$ cat src/rtl/hdt_pkg.sv
// constants for the headset detection pulse tuning block
package hdt_pkg;

  // ****************************************************************
  // bus and register map
  // ****************************************************************
  localparam int unsigned ADDR_W        = 12;
  localparam logic [9:0]  TUNE_ONE_IDX  = 10'h077;   // register index, byte address is four times it
  localparam logic [9:0]  TUNE_TWO_IDX  = 10'h078;
  localparam logic [11:0] TUNE_ONE_ADDR = {TUNE_ONE_IDX, 2'b00};
  localparam logic [11:0] TUNE_TWO_ADDR = {TUNE_TWO_IDX, 2'b00};
  localparam logic [1:0]  RESP_OKAY     = 2'h0;
  localparam logic [1:0]  RESP_SLVERR   = 2'h2;

  // ****************************************************************
  // reset values
  // ****************************************************************
  localparam logic [7:0]  TUNE_ONE_RST  = 8'h94;     // period 2, high duration 5, scale x1, auto on
  localparam logic [7:0]  TUNE_TWO_RST  = 8'h42;

  // ****************************************************************
  // field positions
  // ****************************************************************
  localparam int unsigned PER_HI    = 7;
  localparam int unsigned PER_LO    = 6;
  localparam int unsigned DUR_HI    = 5;
  localparam int unsigned DUR_LO    = 2;
  localparam int unsigned SCALE_BIT = 1;
  localparam int unsigned AUTO_BIT  = 0;
  localparam int unsigned WID_HI    = 7;
  localparam int unsigned WID_LO    = 4;
  localparam int unsigned RSV_BIT   = 3;
  localparam int unsigned RANGE_BIT = 2;
  localparam int unsigned IN4_HI    = 1;
  localparam int unsigned IN4_LO    = 0;

  // ****************************************************************
  // codes and timing counts, in low-frequency oscillator cycles
  // ****************************************************************
  localparam logic [1:0]  PER_OFF       = 2'h0;
  localparam logic [1:0]  PER_SHORT     = 2'h1;
  localparam logic [1:0]  PER_MID       = 2'h2;
  localparam logic [1:0]  PER_LONG      = 2'h3;
  localparam logic [15:0] PER_SHORT_CYC = 16'h0090;  // 144
  localparam logic [15:0] PER_MID_CYC   = 16'h0120;  // 288
  localparam logic [15:0] PER_LONG_CYC  = 16'h1200;  // 4608
  localparam logic [1:0]  AUTO_PER_CODE = PER_LONG;
  localparam logic        AUTO_SCALE    = 1'b1;
  localparam logic [15:0] SCALE_X1      = 16'h0001;
  localparam logic [15:0] SCALE_X8      = 16'h0008;
  localparam logic [1:0]  IN4_ON        = 2'h1;
  localparam logic [1:0]  IN4_OFF       = 2'h2;

endpackage : hdt_pkg

$ cat src/rtl/hdt_top.sv
// headset detection pulse tuning: register file, auto configuration and pulse generators
//
// How it works
// - auto bit clear: mic insertion forces period 4608 cycles and scale eight
// - auto bit set: mic insertion leaves period and scale as programmed
// - separate headset pulse generated for button press and removal sensing
// - headset pulse width is (code/2+1) times (period/2+1) oscillator cycles
// - range bit selects 16-300 ohm or 16-64 ohm load detection
// - input pair field 01 enables headset mic inputs, 10 disables
// - period code: 0 off, 1 is 144, 2 is 288, 3 is 4608 cycles
// - scale bit 0 gives factor one, scale bit 1 gives factor eight
`timescale 1ns/10ps
module hdt_top (
  input  wire logic                       i_clk,
  input  wire logic                       i_rst_b,
  input  wire logic                       i_low_freq_osc_clock,
  input  wire logic                       i_mic_insert,
  input  wire logic [hdt_pkg::ADDR_W-1:0] i_s_axi_awaddr,
  input  wire logic                       i_s_axi_awvalid,
  output logic                            o_s_axi_awready,
  input  wire logic [31:0]                i_s_axi_wdata,
  input  wire logic [3:0]                 i_s_axi_wstrb,
  input  wire logic                       i_s_axi_wvalid,
  output logic                            o_s_axi_wready,
  output logic [1:0]                      o_s_axi_bresp,
  output logic                            o_s_axi_bvalid,
  input  wire logic                       i_s_axi_bready,
  input  wire logic [hdt_pkg::ADDR_W-1:0] i_s_axi_araddr,
  input  wire logic                       i_s_axi_arvalid,
  output logic                            o_s_axi_arready,
  output logic [31:0]                     o_s_axi_rdata,
  output logic [1:0]                      o_s_axi_rresp,
  output logic                            o_s_axi_rvalid,
  input  wire logic                       i_s_axi_rready,
  output logic                            o_load_detect_pulse,
  output logic                            o_headset_detect_pulse,
  output logic                            o_load_range_narrow,
  output logic                            o_fourth_left_analog_input_en,
  output logic                            o_fourth_right_analog_input_en
);
  import hdt_pkg::*;

  // ****************************************************************
  // state
  // ****************************************************************
  typedef struct packed {
    logic              lf_s1;
    logic              lf_s2;
    logic              lf_s3;
    logic              mic_s1;
    logic              mic_s2;
    logic              mic_s3;
    logic [7:0]        tune_one;
    logic [7:0]        tune_two;
    logic              aw_held;
    logic [ADDR_W-1:0] awaddr;
    logic              w_held;
    logic [7:0]        wdata;
    logic              wstrb0;
    logic              bvalid;
    logic [1:0]        bresp;
    logic              rvalid;
    logic [7:0]        rdata;
    logic [1:0]        rresp;
    logic [15:0]       ld_cnt;
    logic              ld_pulse;
    logic [15:0]       hs_cnt;
    logic              hs_pulse;
  } hdt_state_t;

  hdt_state_t s;
  hdt_state_t next_s;

  // ****************************************************************
  // helpers
  // ****************************************************************

  // period code to cycle count, zero means pulse mode off
  function automatic logic [15:0] hdt_period(input logic [1:0] code);
    logic [15:0] cyc;
    cyc = 16'h0000;
    case (code)
      PER_SHORT: cyc = PER_SHORT_CYC;
      PER_MID:   cyc = PER_MID_CYC;
      PER_LONG:  cyc = PER_LONG_CYC;
      default:   cyc = 16'h0000;
    endcase
    return cyc;
  endfunction : hdt_period

  // headset width = (code+2)*(period/2+1)/2, odd halves round down
  function automatic logic [15:0] hdt_hs_width(input logic [3:0] code, input logic [15:0] per);
    logic [19:0] half;
    logic [19:0] mult;
    logic [19:0] prod;
    half = {5'h00, per[15:1]} + 20'h00001;
    mult = {15'h0000, {1'b0, code} + 5'h02};
    prod = half * mult;
    return prod[16:1];
  endfunction : hdt_hs_width

  // register readback, reserved bits already held at zero
  function automatic logic [8:0] hdt_read(input logic [ADDR_W-1:0] addr, input hdt_state_t st);
    logic [8:0] r;
    r = 9'h100;
    if (addr == TUNE_ONE_ADDR) begin
      r = {1'b0, st.tune_one};
    end else if (addr == TUNE_TWO_ADDR) begin
      r = {1'b0, st.tune_two};
    end
    return r;
  endfunction : hdt_read

  logic        lf_tick;
  logic        mic_event;
  logic [15:0] ld_period;
  logic [15:0] ld_scale;
  logic [15:0] ld_high;
  logic [15:0] hs_width;
  logic [15:0] hs_span;
  logic [15:0] ld_cnt_inc;
  logic [15:0] hs_cnt_inc;
  logic        wr_hit_one;
  logic        wr_hit_two;
  logic [8:0]  rd_word;

  // edges seen only on the second and third sync stages
  assign lf_tick   = s.lf_s2 & ~s.lf_s3;
  assign mic_event = s.mic_s2 & ~s.mic_s3;

  // ****************************************************************
  // pulse shape decode
  // ****************************************************************

  assign ld_period = hdt_period(s.tune_one[PER_HI:PER_LO]);
  assign ld_scale  = s.tune_one[SCALE_BIT] ? SCALE_X8 : SCALE_X1;
  // high duration is duration code times scale; code zero yields no high phase
  assign ld_high   = 16'({12'h000, s.tune_one[DUR_HI:DUR_LO]} * ld_scale);
  assign hs_width  = hdt_hs_width(s.tune_two[WID_HI:WID_LO], ld_period);
  // headset pulse runs at half duty, so its full cycle is twice the width
  assign hs_span   = {hs_width[14:0], 1'b0};
  assign ld_cnt_inc = s.ld_cnt + 16'h0001;
  assign hs_cnt_inc = s.hs_cnt + 16'h0001;

  // write address decode
  assign wr_hit_one = (s.awaddr == TUNE_ONE_ADDR);
  assign wr_hit_two = (s.awaddr == TUNE_TWO_ADDR);
  assign rd_word    = hdt_read(i_s_axi_araddr, s);

  // ****************************************************************
  // next state
  // ****************************************************************

  // one process for all state: sync, bus, registers, auto config, pulses
  always_comb begin
    next_s = s;

    // two-flop synchronisers, third stage only for edge detection
    next_s.lf_s1  = i_low_freq_osc_clock;
    next_s.lf_s2  = s.lf_s1;
    next_s.lf_s3  = s.lf_s2;
    next_s.mic_s1 = i_mic_insert;
    next_s.mic_s2 = s.mic_s1;
    next_s.mic_s3 = s.mic_s2;

    // capture address and data independently, in either order
    if (i_s_axi_awvalid && o_s_axi_awready) begin
      next_s.aw_held = 1'b1;
      next_s.awaddr  = i_s_axi_awaddr;
    end
    if (i_s_axi_wvalid && o_s_axi_wready) begin
      next_s.w_held = 1'b1;
      next_s.wdata  = i_s_axi_wdata[7:0];
      next_s.wstrb0 = i_s_axi_wstrb[0];
    end

    // commit a write once both halves are here
    if (s.aw_held && s.w_held && !s.bvalid) begin
      next_s.aw_held = 1'b0;
      next_s.w_held  = 1'b0;
      next_s.bvalid  = 1'b1;
      next_s.bresp   = RESP_OKAY;
      if (wr_hit_one) begin
        if (s.wstrb0) begin
          next_s.tune_one = s.wdata;
        end
      end else if (wr_hit_two) begin
        if (s.wstrb0) begin
          next_s.tune_two = s.wdata & ~(8'h01 << RSV_BIT);
        end
      end else begin
        next_s.bresp = RESP_SLVERR;
      end
    end
    if (s.bvalid && i_s_axi_bready) begin
      next_s.bvalid = 1'b0;
    end

    // reads answer one cycle after the address is taken
    if (i_s_axi_arvalid && o_s_axi_arready) begin
      next_s.rvalid = 1'b1;
      next_s.rdata  = rd_word[7:0];
      next_s.rresp  = rd_word[8] ? RESP_SLVERR : RESP_OKAY;
    end
    if (s.rvalid && i_s_axi_rready) begin
      next_s.rvalid = 1'b0;
    end

    // auto reconfiguration, applied after a software write so it wins
    if (mic_event && !s.tune_one[AUTO_BIT]) begin
      next_s.tune_one[PER_HI:PER_LO] = AUTO_PER_CODE;
      next_s.tune_one[SCALE_BIT]     = AUTO_SCALE;
    end
    // with the auto bit set the programmed fields are left alone

    // load detection pulse, stepped on each rising oscillator edge
    if (lf_tick) begin
      if (ld_period == 16'h0000) begin
        next_s.ld_cnt   = 16'h0000;
        next_s.ld_pulse = 1'b0;
      end else if (ld_cnt_inc >= ld_period) begin
        next_s.ld_cnt   = 16'h0000;
        next_s.ld_pulse = (ld_high != 16'h0000);
      end else begin
        next_s.ld_cnt   = ld_cnt_inc;
        next_s.ld_pulse = (ld_cnt_inc < ld_high);
      end

      // separate headset pulse, free running with its own counter
      if (hs_cnt_inc >= hs_span) begin
        next_s.hs_cnt   = 16'h0000;
        next_s.hs_pulse = 1'b1;
      end else begin
        next_s.hs_cnt   = hs_cnt_inc;
        next_s.hs_pulse = (hs_cnt_inc < hs_width);
      end
    end
  end

  // ****************************************************************
  // registers
  // ****************************************************************

  // reset loads constants only
  always_ff @(posedge i_clk or negedge i_rst_b) begin
    if (!i_rst_b) begin
      s          <= '0;
      s.tune_one <= TUNE_ONE_RST;
      s.tune_two <= TUNE_TWO_RST;
      s.bresp    <= RESP_OKAY;
      s.rresp    <= RESP_OKAY;
    end else begin
      s <= next_s;
    end
  end

  // ****************************************************************
  // outputs
  // ****************************************************************

  // one write and one read in flight at a time keeps the slave simple
  assign o_s_axi_awready = !s.aw_held && !s.bvalid;
  assign o_s_axi_wready  = !s.w_held && !s.bvalid;
  assign o_s_axi_bvalid  = s.bvalid;
  assign o_s_axi_bresp   = s.bresp;
  assign o_s_axi_arready = !s.rvalid;
  assign o_s_axi_rvalid  = s.rvalid;
  assign o_s_axi_rdata   = {24'h000000, s.rdata};
  assign o_s_axi_rresp   = s.rresp;

  assign o_load_detect_pulse    = s.ld_pulse;
  assign o_headset_detect_pulse = s.hs_pulse;
  // range select to the analog comparator
  assign o_load_range_narrow    = s.tune_two[RANGE_BIT];
  // input pair enable; reserved codes count as disabled
  assign o_fourth_left_analog_input_en  = (s.tune_two[IN4_HI:IN4_LO] == IN4_ON);
  assign o_fourth_right_analog_input_en = (s.tune_two[IN4_HI:IN4_LO] == IN4_ON);

endmodule : hdt_top

$ cat config.mk
export PLATFORM = sky130hd
export DESIGN_NAME = hdt_top
export DESIGN_NICKNAME = d
export VERILOG_FILES = /design/src/rtl/hdt_pkg.sv /design/src/rtl/hdt_top.sv
export SDC_FILE = /design/constraint.sdc
export NUM_CORES = 1
export LEC_CHECK = 0
export ABC_AREA = 1
export BUFFER_PORTS_ARGS = -buffer_cell sky130_fd_sc_hd__buf_2
export CORE_UTILIZATION = 45
export DETAILED_ROUTE_END_ITERATION = 12
export GPL_TIMING_DRIVEN = 0
export PLACE_DENSITY = 0.65
export SLEW_MARGIN = 20
export SYNTH_ARGS = -nofsm -noshare
export SYNTH_HDL_FRONTEND = slang
export SYNTH_SLANG_ARGS = --single-unit
$ cat constraint.sdc
create_clock -name i_clk -period 11.5 [get_ports i_clk]
set_input_delay 1.725 -clock i_clk [delete_from_list [all_inputs] [get_ports i_clk]]
set_output_delay 1.725 -clock i_clk [all_outputs]
set_load 0.02 [all_outputs]
-- Word-level counts from Yosys, hierarchy flattened
Index checks and enable logic that the tools add are counted.
- add/sub/neg operators: 4
- multiply operators: 2
- divide/modulo/power cells: 0
- order comparisons: 4
- equal/unequal tests: 8
- shift operators: 0
- multiplexer cells: 25
- bitwise logic cells: 5
- reductions and logical operators: 27
- operators with widths (operator ; count):
    $mux W17 ; 4
    $eq A12 B9 Y1 const B ; 4
    $mux W8 ; 5
    $pmux W13 S3 ; 1
    $add A16 B1 Y16 const B ; 2
    $ge A16 B16 Y1 ; 2
    $mux W9 ; 2
    $mul A16 B5 Y17 ; 1
    $add A15 B1 Y16 const B ; 1
    $logic_not A16 Y1 ; 1
    $lt A16 B16 Y1 ; 1
    $lt A16 B8 Y1 ; 1
    $reduce_bool A16 Y1 ; 1
    $reduce_bool A2 Y1 ; 7
    $mux W13 ; 1
    $mux W11 ; 1
    $logic_and A1 B1 Y1 ; 10
    $mux W10 ; 1
    $mul A4 B4 Y8 ; 1
    $mux W2 ; 4
    $reduce_and A3 Y1 ; 2
    $add A4 B2 Y5 const B ; 1
    $logic_not A1 Y1 ; 5
    $eq A2 B1 Y1 const B ; 2
    other kinds (7) ; 14
- flip-flop bits (word level): 92
- bits in latches: 0
- RAM bits: 0
- ROM bits: 0
- input bits: 69
- logic and storage cells: 98
- memories kept: 0

-- Depth between registers and ports, before layout
- depth after elaboration: 6
- gate-level depth with buffers: 28
- gate-level depth less buffers: 28

-- Worst setup path before layout
OpenSTA, ideal clock, no wires.
- path kind: register to register
- start point: register s[77] (netlist name)
- end point: register s[10] (netlist name)
- setup time: 74 ps
- arrival: 4247 ps
- data required time: 11426 ps
- setup slack: 7179 ps
- cell stages (with the launch flop): 23
- buffers on the path: 1
- cell sequence: dfstp_2 > ha_1 > inv_1 > nor2_1 > ha_1 > fa_1 > fa_1 > ha_1 > inv_1 > nor3_1 > a21oi_1 > o21ai_0 > nand2_1 > a21oi_1 > nor2_1 > xor2_1 > ha_1 > o21ai_0 > inv_1 > nand2_2 > nand2_4 > buf_12 > o21ai_2
- cells in the longest elaborated chain, start to end: 4
- RTL lines (element ; line ; RTL):
    start, declared ; hdt_top.sv:71 ; hdt_state_t s;
    start signal, assigned ; hdt_top.sv:253 ; s <= next_s;
    $add A4 B2 Y5 ; hdt_top.sv:97 ; mult = {15'h0000, {1'b0, code} + 5'h02};
    $mul A16 B5 Y17 ; hdt_top.sv:98 ; prod = half * mult;
    $ge A16 B16 Y1 ; hdt_top.sv:230 ; if (hs_cnt_inc >= hs_span) begin
    $mux W17 ; hdt_top.sv:230 ;
No other way between the ends.
A chain may end at the register's enable or synchronous reset.

-- Worst setup path after layout
- start point: register s[77] (netlist name)
- end point: register s (netlist bit o_headset_detect_pulse)
- cells in the longest elaborated chain, start to end: 4
- RTL lines (element ; line):
    $add A4 B2 Y5 (*) ; hdt_top.sv:97
    $mul A16 B5 Y17 (*) ; hdt_top.sv:98
    $lt A16 B16 Y1 or $ge A16 B16 Y1 (tied branches) ; hdt_top.sv:235, hdt_top.sv:230
    $mux W17 (*) ; hdt_top.sv:230
Every way passes the cells marked *; elsewhere a longest branch is shown, timed or not.

==> results.sh <==
export IMPL_outcome="complete, no violations"
export IMPL_fin_crit_sh_pct=41.6
export IMPL_fillCellCount=1435
export IMPL_synth_edf_count=0
export IMPL_ys_warn_count=0
export IMPL_track_usage_pct=19.5
export IMPL_synth_top_area_cell="dfrtp_1"
export IMPL_synth_area_um2=6830
export IMPL_cts_root_buffer="clkbuf_16"
export IMPL_power_density_nw_per_um2=142
export IMPL_place_congestion=0.808
export IMPL_yosys_top_cells_area="dfrtp_1, ha_1, nand2_1, inv_1, buf_4"
export IMPL_clkTransAtPathRegs_ns=0.07
export IMPL_finalSetupTns_ns=0
export IMPL_grt_pass1_vias=5373
export IMPL_ff2ff_path_depth=25
export IMPL_cp_arrival_ns=5.03
export IMPL_synth_ff_type="dfrtp_1"
export IMPL_skew_ns=0.00889
export IMPL_diodes=0
export IMPL_grt_max_degree=69
export IMPL_critPathMaxFanout=4
export IMPL_rsz0062_at_grt="no"
export IMPL_rows=44
export IMPL_hold_violations=0
export IMPL_crit_path_start_kind="register"
export IMPL_setup_violations=0
export IMPL_clockBufferDepth=2
export IMPL_drcViolationCount=0
export IMPL_worst_skew_pair_late_latency_ns=0.35
export IMPL_reg2reg_slack_ns=6.71
export IMPL_hold_ws_ns=0.346
export IMPL_endpoint_kind="register"
export IMPL_port_buffers=61
export IMPL_routedWlPerCell_um=12.3
export IMPL_grt_pass1_wl_um=25000
export IMPL_postRouteAntennaNets=0
export IMPL_vias_per_cell=4.77
export IMPL_multi_input_area_um2=3880
export IMPL_final_layout_size_suffix_gt1_share_pct=18.6
export IMPL_max_freq_mhz=209
export IMPL_dieArea_um2=15700
export IMPL_grt_busiest_layer="met2"
export IMPL_numCtsBuffers=9
export IMPL_hold_depth=0
export IMPL_critPathRequiredTime_ns=11.74
export IMPL_crit_top_cell="ha_1"
export IMPL_seq_area_frac_synth_pct=33.1
export IMPL_post_cts_buffers=0
export IMPL_syn2layout_area_growth_pct=14.4
export IMPL_cts_resized=0
export IMPL_power_leakage_nw=4.23
export IMPL_routed_wl_um=14100
export IMPL_critPathTopFamily="adder cells"
export IMPL_drt_initial_drc_count=228
export IMPL_ys_ff_latch=90
export IMPL_gr_usage_met3_pct=3.08
export IMPL_critPathSlowestCell="dfstp_2"
export IMPL_drv_cap=0
export IMPL_r2r_end="o_headset_detect_pulse$_DFFE_PN0P_"
export IMPL_start_util_pct=46.6
export IMPL_period_needed_ns=4.79
export IMPL_syn_inst=855
export IMPL_slew_headroom_pct=55.2
export IMPL_grt_use_met1_pct=25.9
export IMPL_synth_async_reset_ratio_pct=100
export IMPL_netlist_area_leader_share_pct=31.2
export IMPL_fp_coreArea_um2=14600
export IMPL_ioPinCount=115
export IMPL_worst_slew_pin_slew_ns=0.672
export IMPL_die_w_um=125
export IMPL_fin_cells=1144
export IMPL_cp_num_buf_inv=1
export IMPL_nNetsFinal=1106
export IMPL_min_path_type="register to register"
export IMPL_cp_slowest_stage_delay_ns=0.56
export IMPL_ys_types=46
export IMPL_cts_tree="built"
export IMPL_num_vias=5456
export IMPL_synth_area_per_cell_um2=7.98
export IMPL_register_area_um2=2260
export IMPL_min_to="next_s[90]$_DFF_PN0_"
export IMPL_path_class="register to register"
export IMPL_r2r_start="s[77]$_DFFE_PN1P_"
export IMPL_drt_first_pass_iters=7
export IMPL_maxSlewViolCount=0
export IMPL_cts_htree_levels=3
export IMPL_antenna_found_initial=0
export IMPL_hold_buffers=0
export IMPL_hold_start="next_s[91]$_DFF_PN0_"
export IMPL_place_inst=1128
export IMPL_die_y_um=125
export IMPL_ir_worst_vdd_mv=0.145
export IMPL_use_met2_pct=33.2
export IMPL_place_hpwl_um=11100
export IMPL_grt_overflow_total=0
export IMPL_clock_sinks=90
## area by class of cell
| class | instances | share of cell area [%] |
|---|---|---|
| well taps | 184 | 2.95 |
| multi-input cells | 626 | 49.8 |
| flip-flops and latches | 90 | 28.9 |
| clock inverters | 7 | 1.07 |
| inverters | 113 | 5.43 |
| clock buffers | 9 | 2.89 |
| plain buffers | 53 | 4.63 |
| repair buffers | 62 | 4.34 |
## logic make-up (layout without fill, tap and decap cells)
kind of cell / count (synthesis) / after routing / synth area share, %
other: 1 / 28 / 0.0549
xor gates and xnor gates: 32 / 32 / 4.22
buffers and inverters: 166 / 244 / 11.5
muxes: 11 / 11 / 1.81
DFF: 90 / 90 / 33.1
adders and majority gates: 82 / 82 / 15.9
AOI/OAI and AO/OA: 114 / 114 / 10.5
and+or+nand+nor: 359 / 359 / 22.9
## cell usage after synthesis, drive strengths merged, types with 12 or more instances
library cell	number
ha	74
nor3	12
a21oi	35
buf	40
o21ai	55
nor2	77
nand3	29
nand2	216
nand4	12
clkbuf	13
xor2	26
inv	112
dfrtp	85
## where the power goes
part / internal, W / switching (W)
Sequential: 0.000385 / 0.0000477
Combinational: 0.000158 / 0.000222
Clock: 0.000156 / 0.000144
Total: 0.000698 / 0.000414
## worst max path at each step
stage,start,end,slack [ns],cells past startpoint
2_1_floorplan,s[77]$_DFFE_PN1P_,s[10]$_DFFE_PN0P_,7.18,22
3_3_place_gp,s[76]$_DFFE_PN0P_,o_headset_detect_pulse$_DFFE_PN0P_,6.74,25
3_5_place_dp,s[77]$_DFFE_PN1P_,o_headset_detect_pulse$_DFFE_PN0P_,6.78,23
4_1_cts,s[77]$_DFFE_PN1P_,o_headset_detect_pulse$_DFFE_PN0P_,6.74,23
5_1_grt,s[76]$_DFFE_PN0P_,s[15]$_DFFE_PN0P_,6.25,24
6_report,s[77]$_DFFE_PN1P_,o_headset_detect_pulse$_DFFE_PN0P_,6.71,25
## registers in the layout (all words and copies together) (netlist names)
name and count:
s 71, o_s_axi_rdata 8, next_s 4, o_headset_detect_pulse 1, o_load_detect_pulse 1, o_load_range_narrow 1
o_s_axi_bresp 1, o_s_axi_bvalid 1, o_s_axi_rresp 1, o_s_axi_rvalid 1
## stage by stage
stage / power [W] / util, % / instance area, um2 / setup WS [ns]
floorplan: 0.000724 / - / 6930 / 7.18
global placement: 0.000811 / 51.0 / 7460 / 6.74
detailed placement: 0.000822 / 51.2 / 7500 / 6.78
CTS: 0.00113 / 53.3 / 7810 / 6.74
global route: 0.00121 / 53.3 / 7810 / 6.25
finish: 0.00111 / 53.3 / 7810 / 6.71
## cell usage in the layout (no fill, tap or decap), types with 12 or more instances in the layout
cell / count
a21oi_1: 35
inv_1: 109
dfrtp_1: 85
conb_1: 28
buf_2: 60
xor2_1: 25
o21ai_2: 12
nand2_1: 208
clkbuf_1: 13
ha_1: 74
buf_4: 37
nand4_1: 12
nand3_1: 27
nor2_1: 71
o21ai_0: 40
## per-layer routing
metal,part of all wire [%],vias to the layer above
li1,-,2902
met1,48,2461
met2,48,82
met3,2.9,11
met4,1.1,0
met5,0,-
Power figures use the tool's default switching activity.
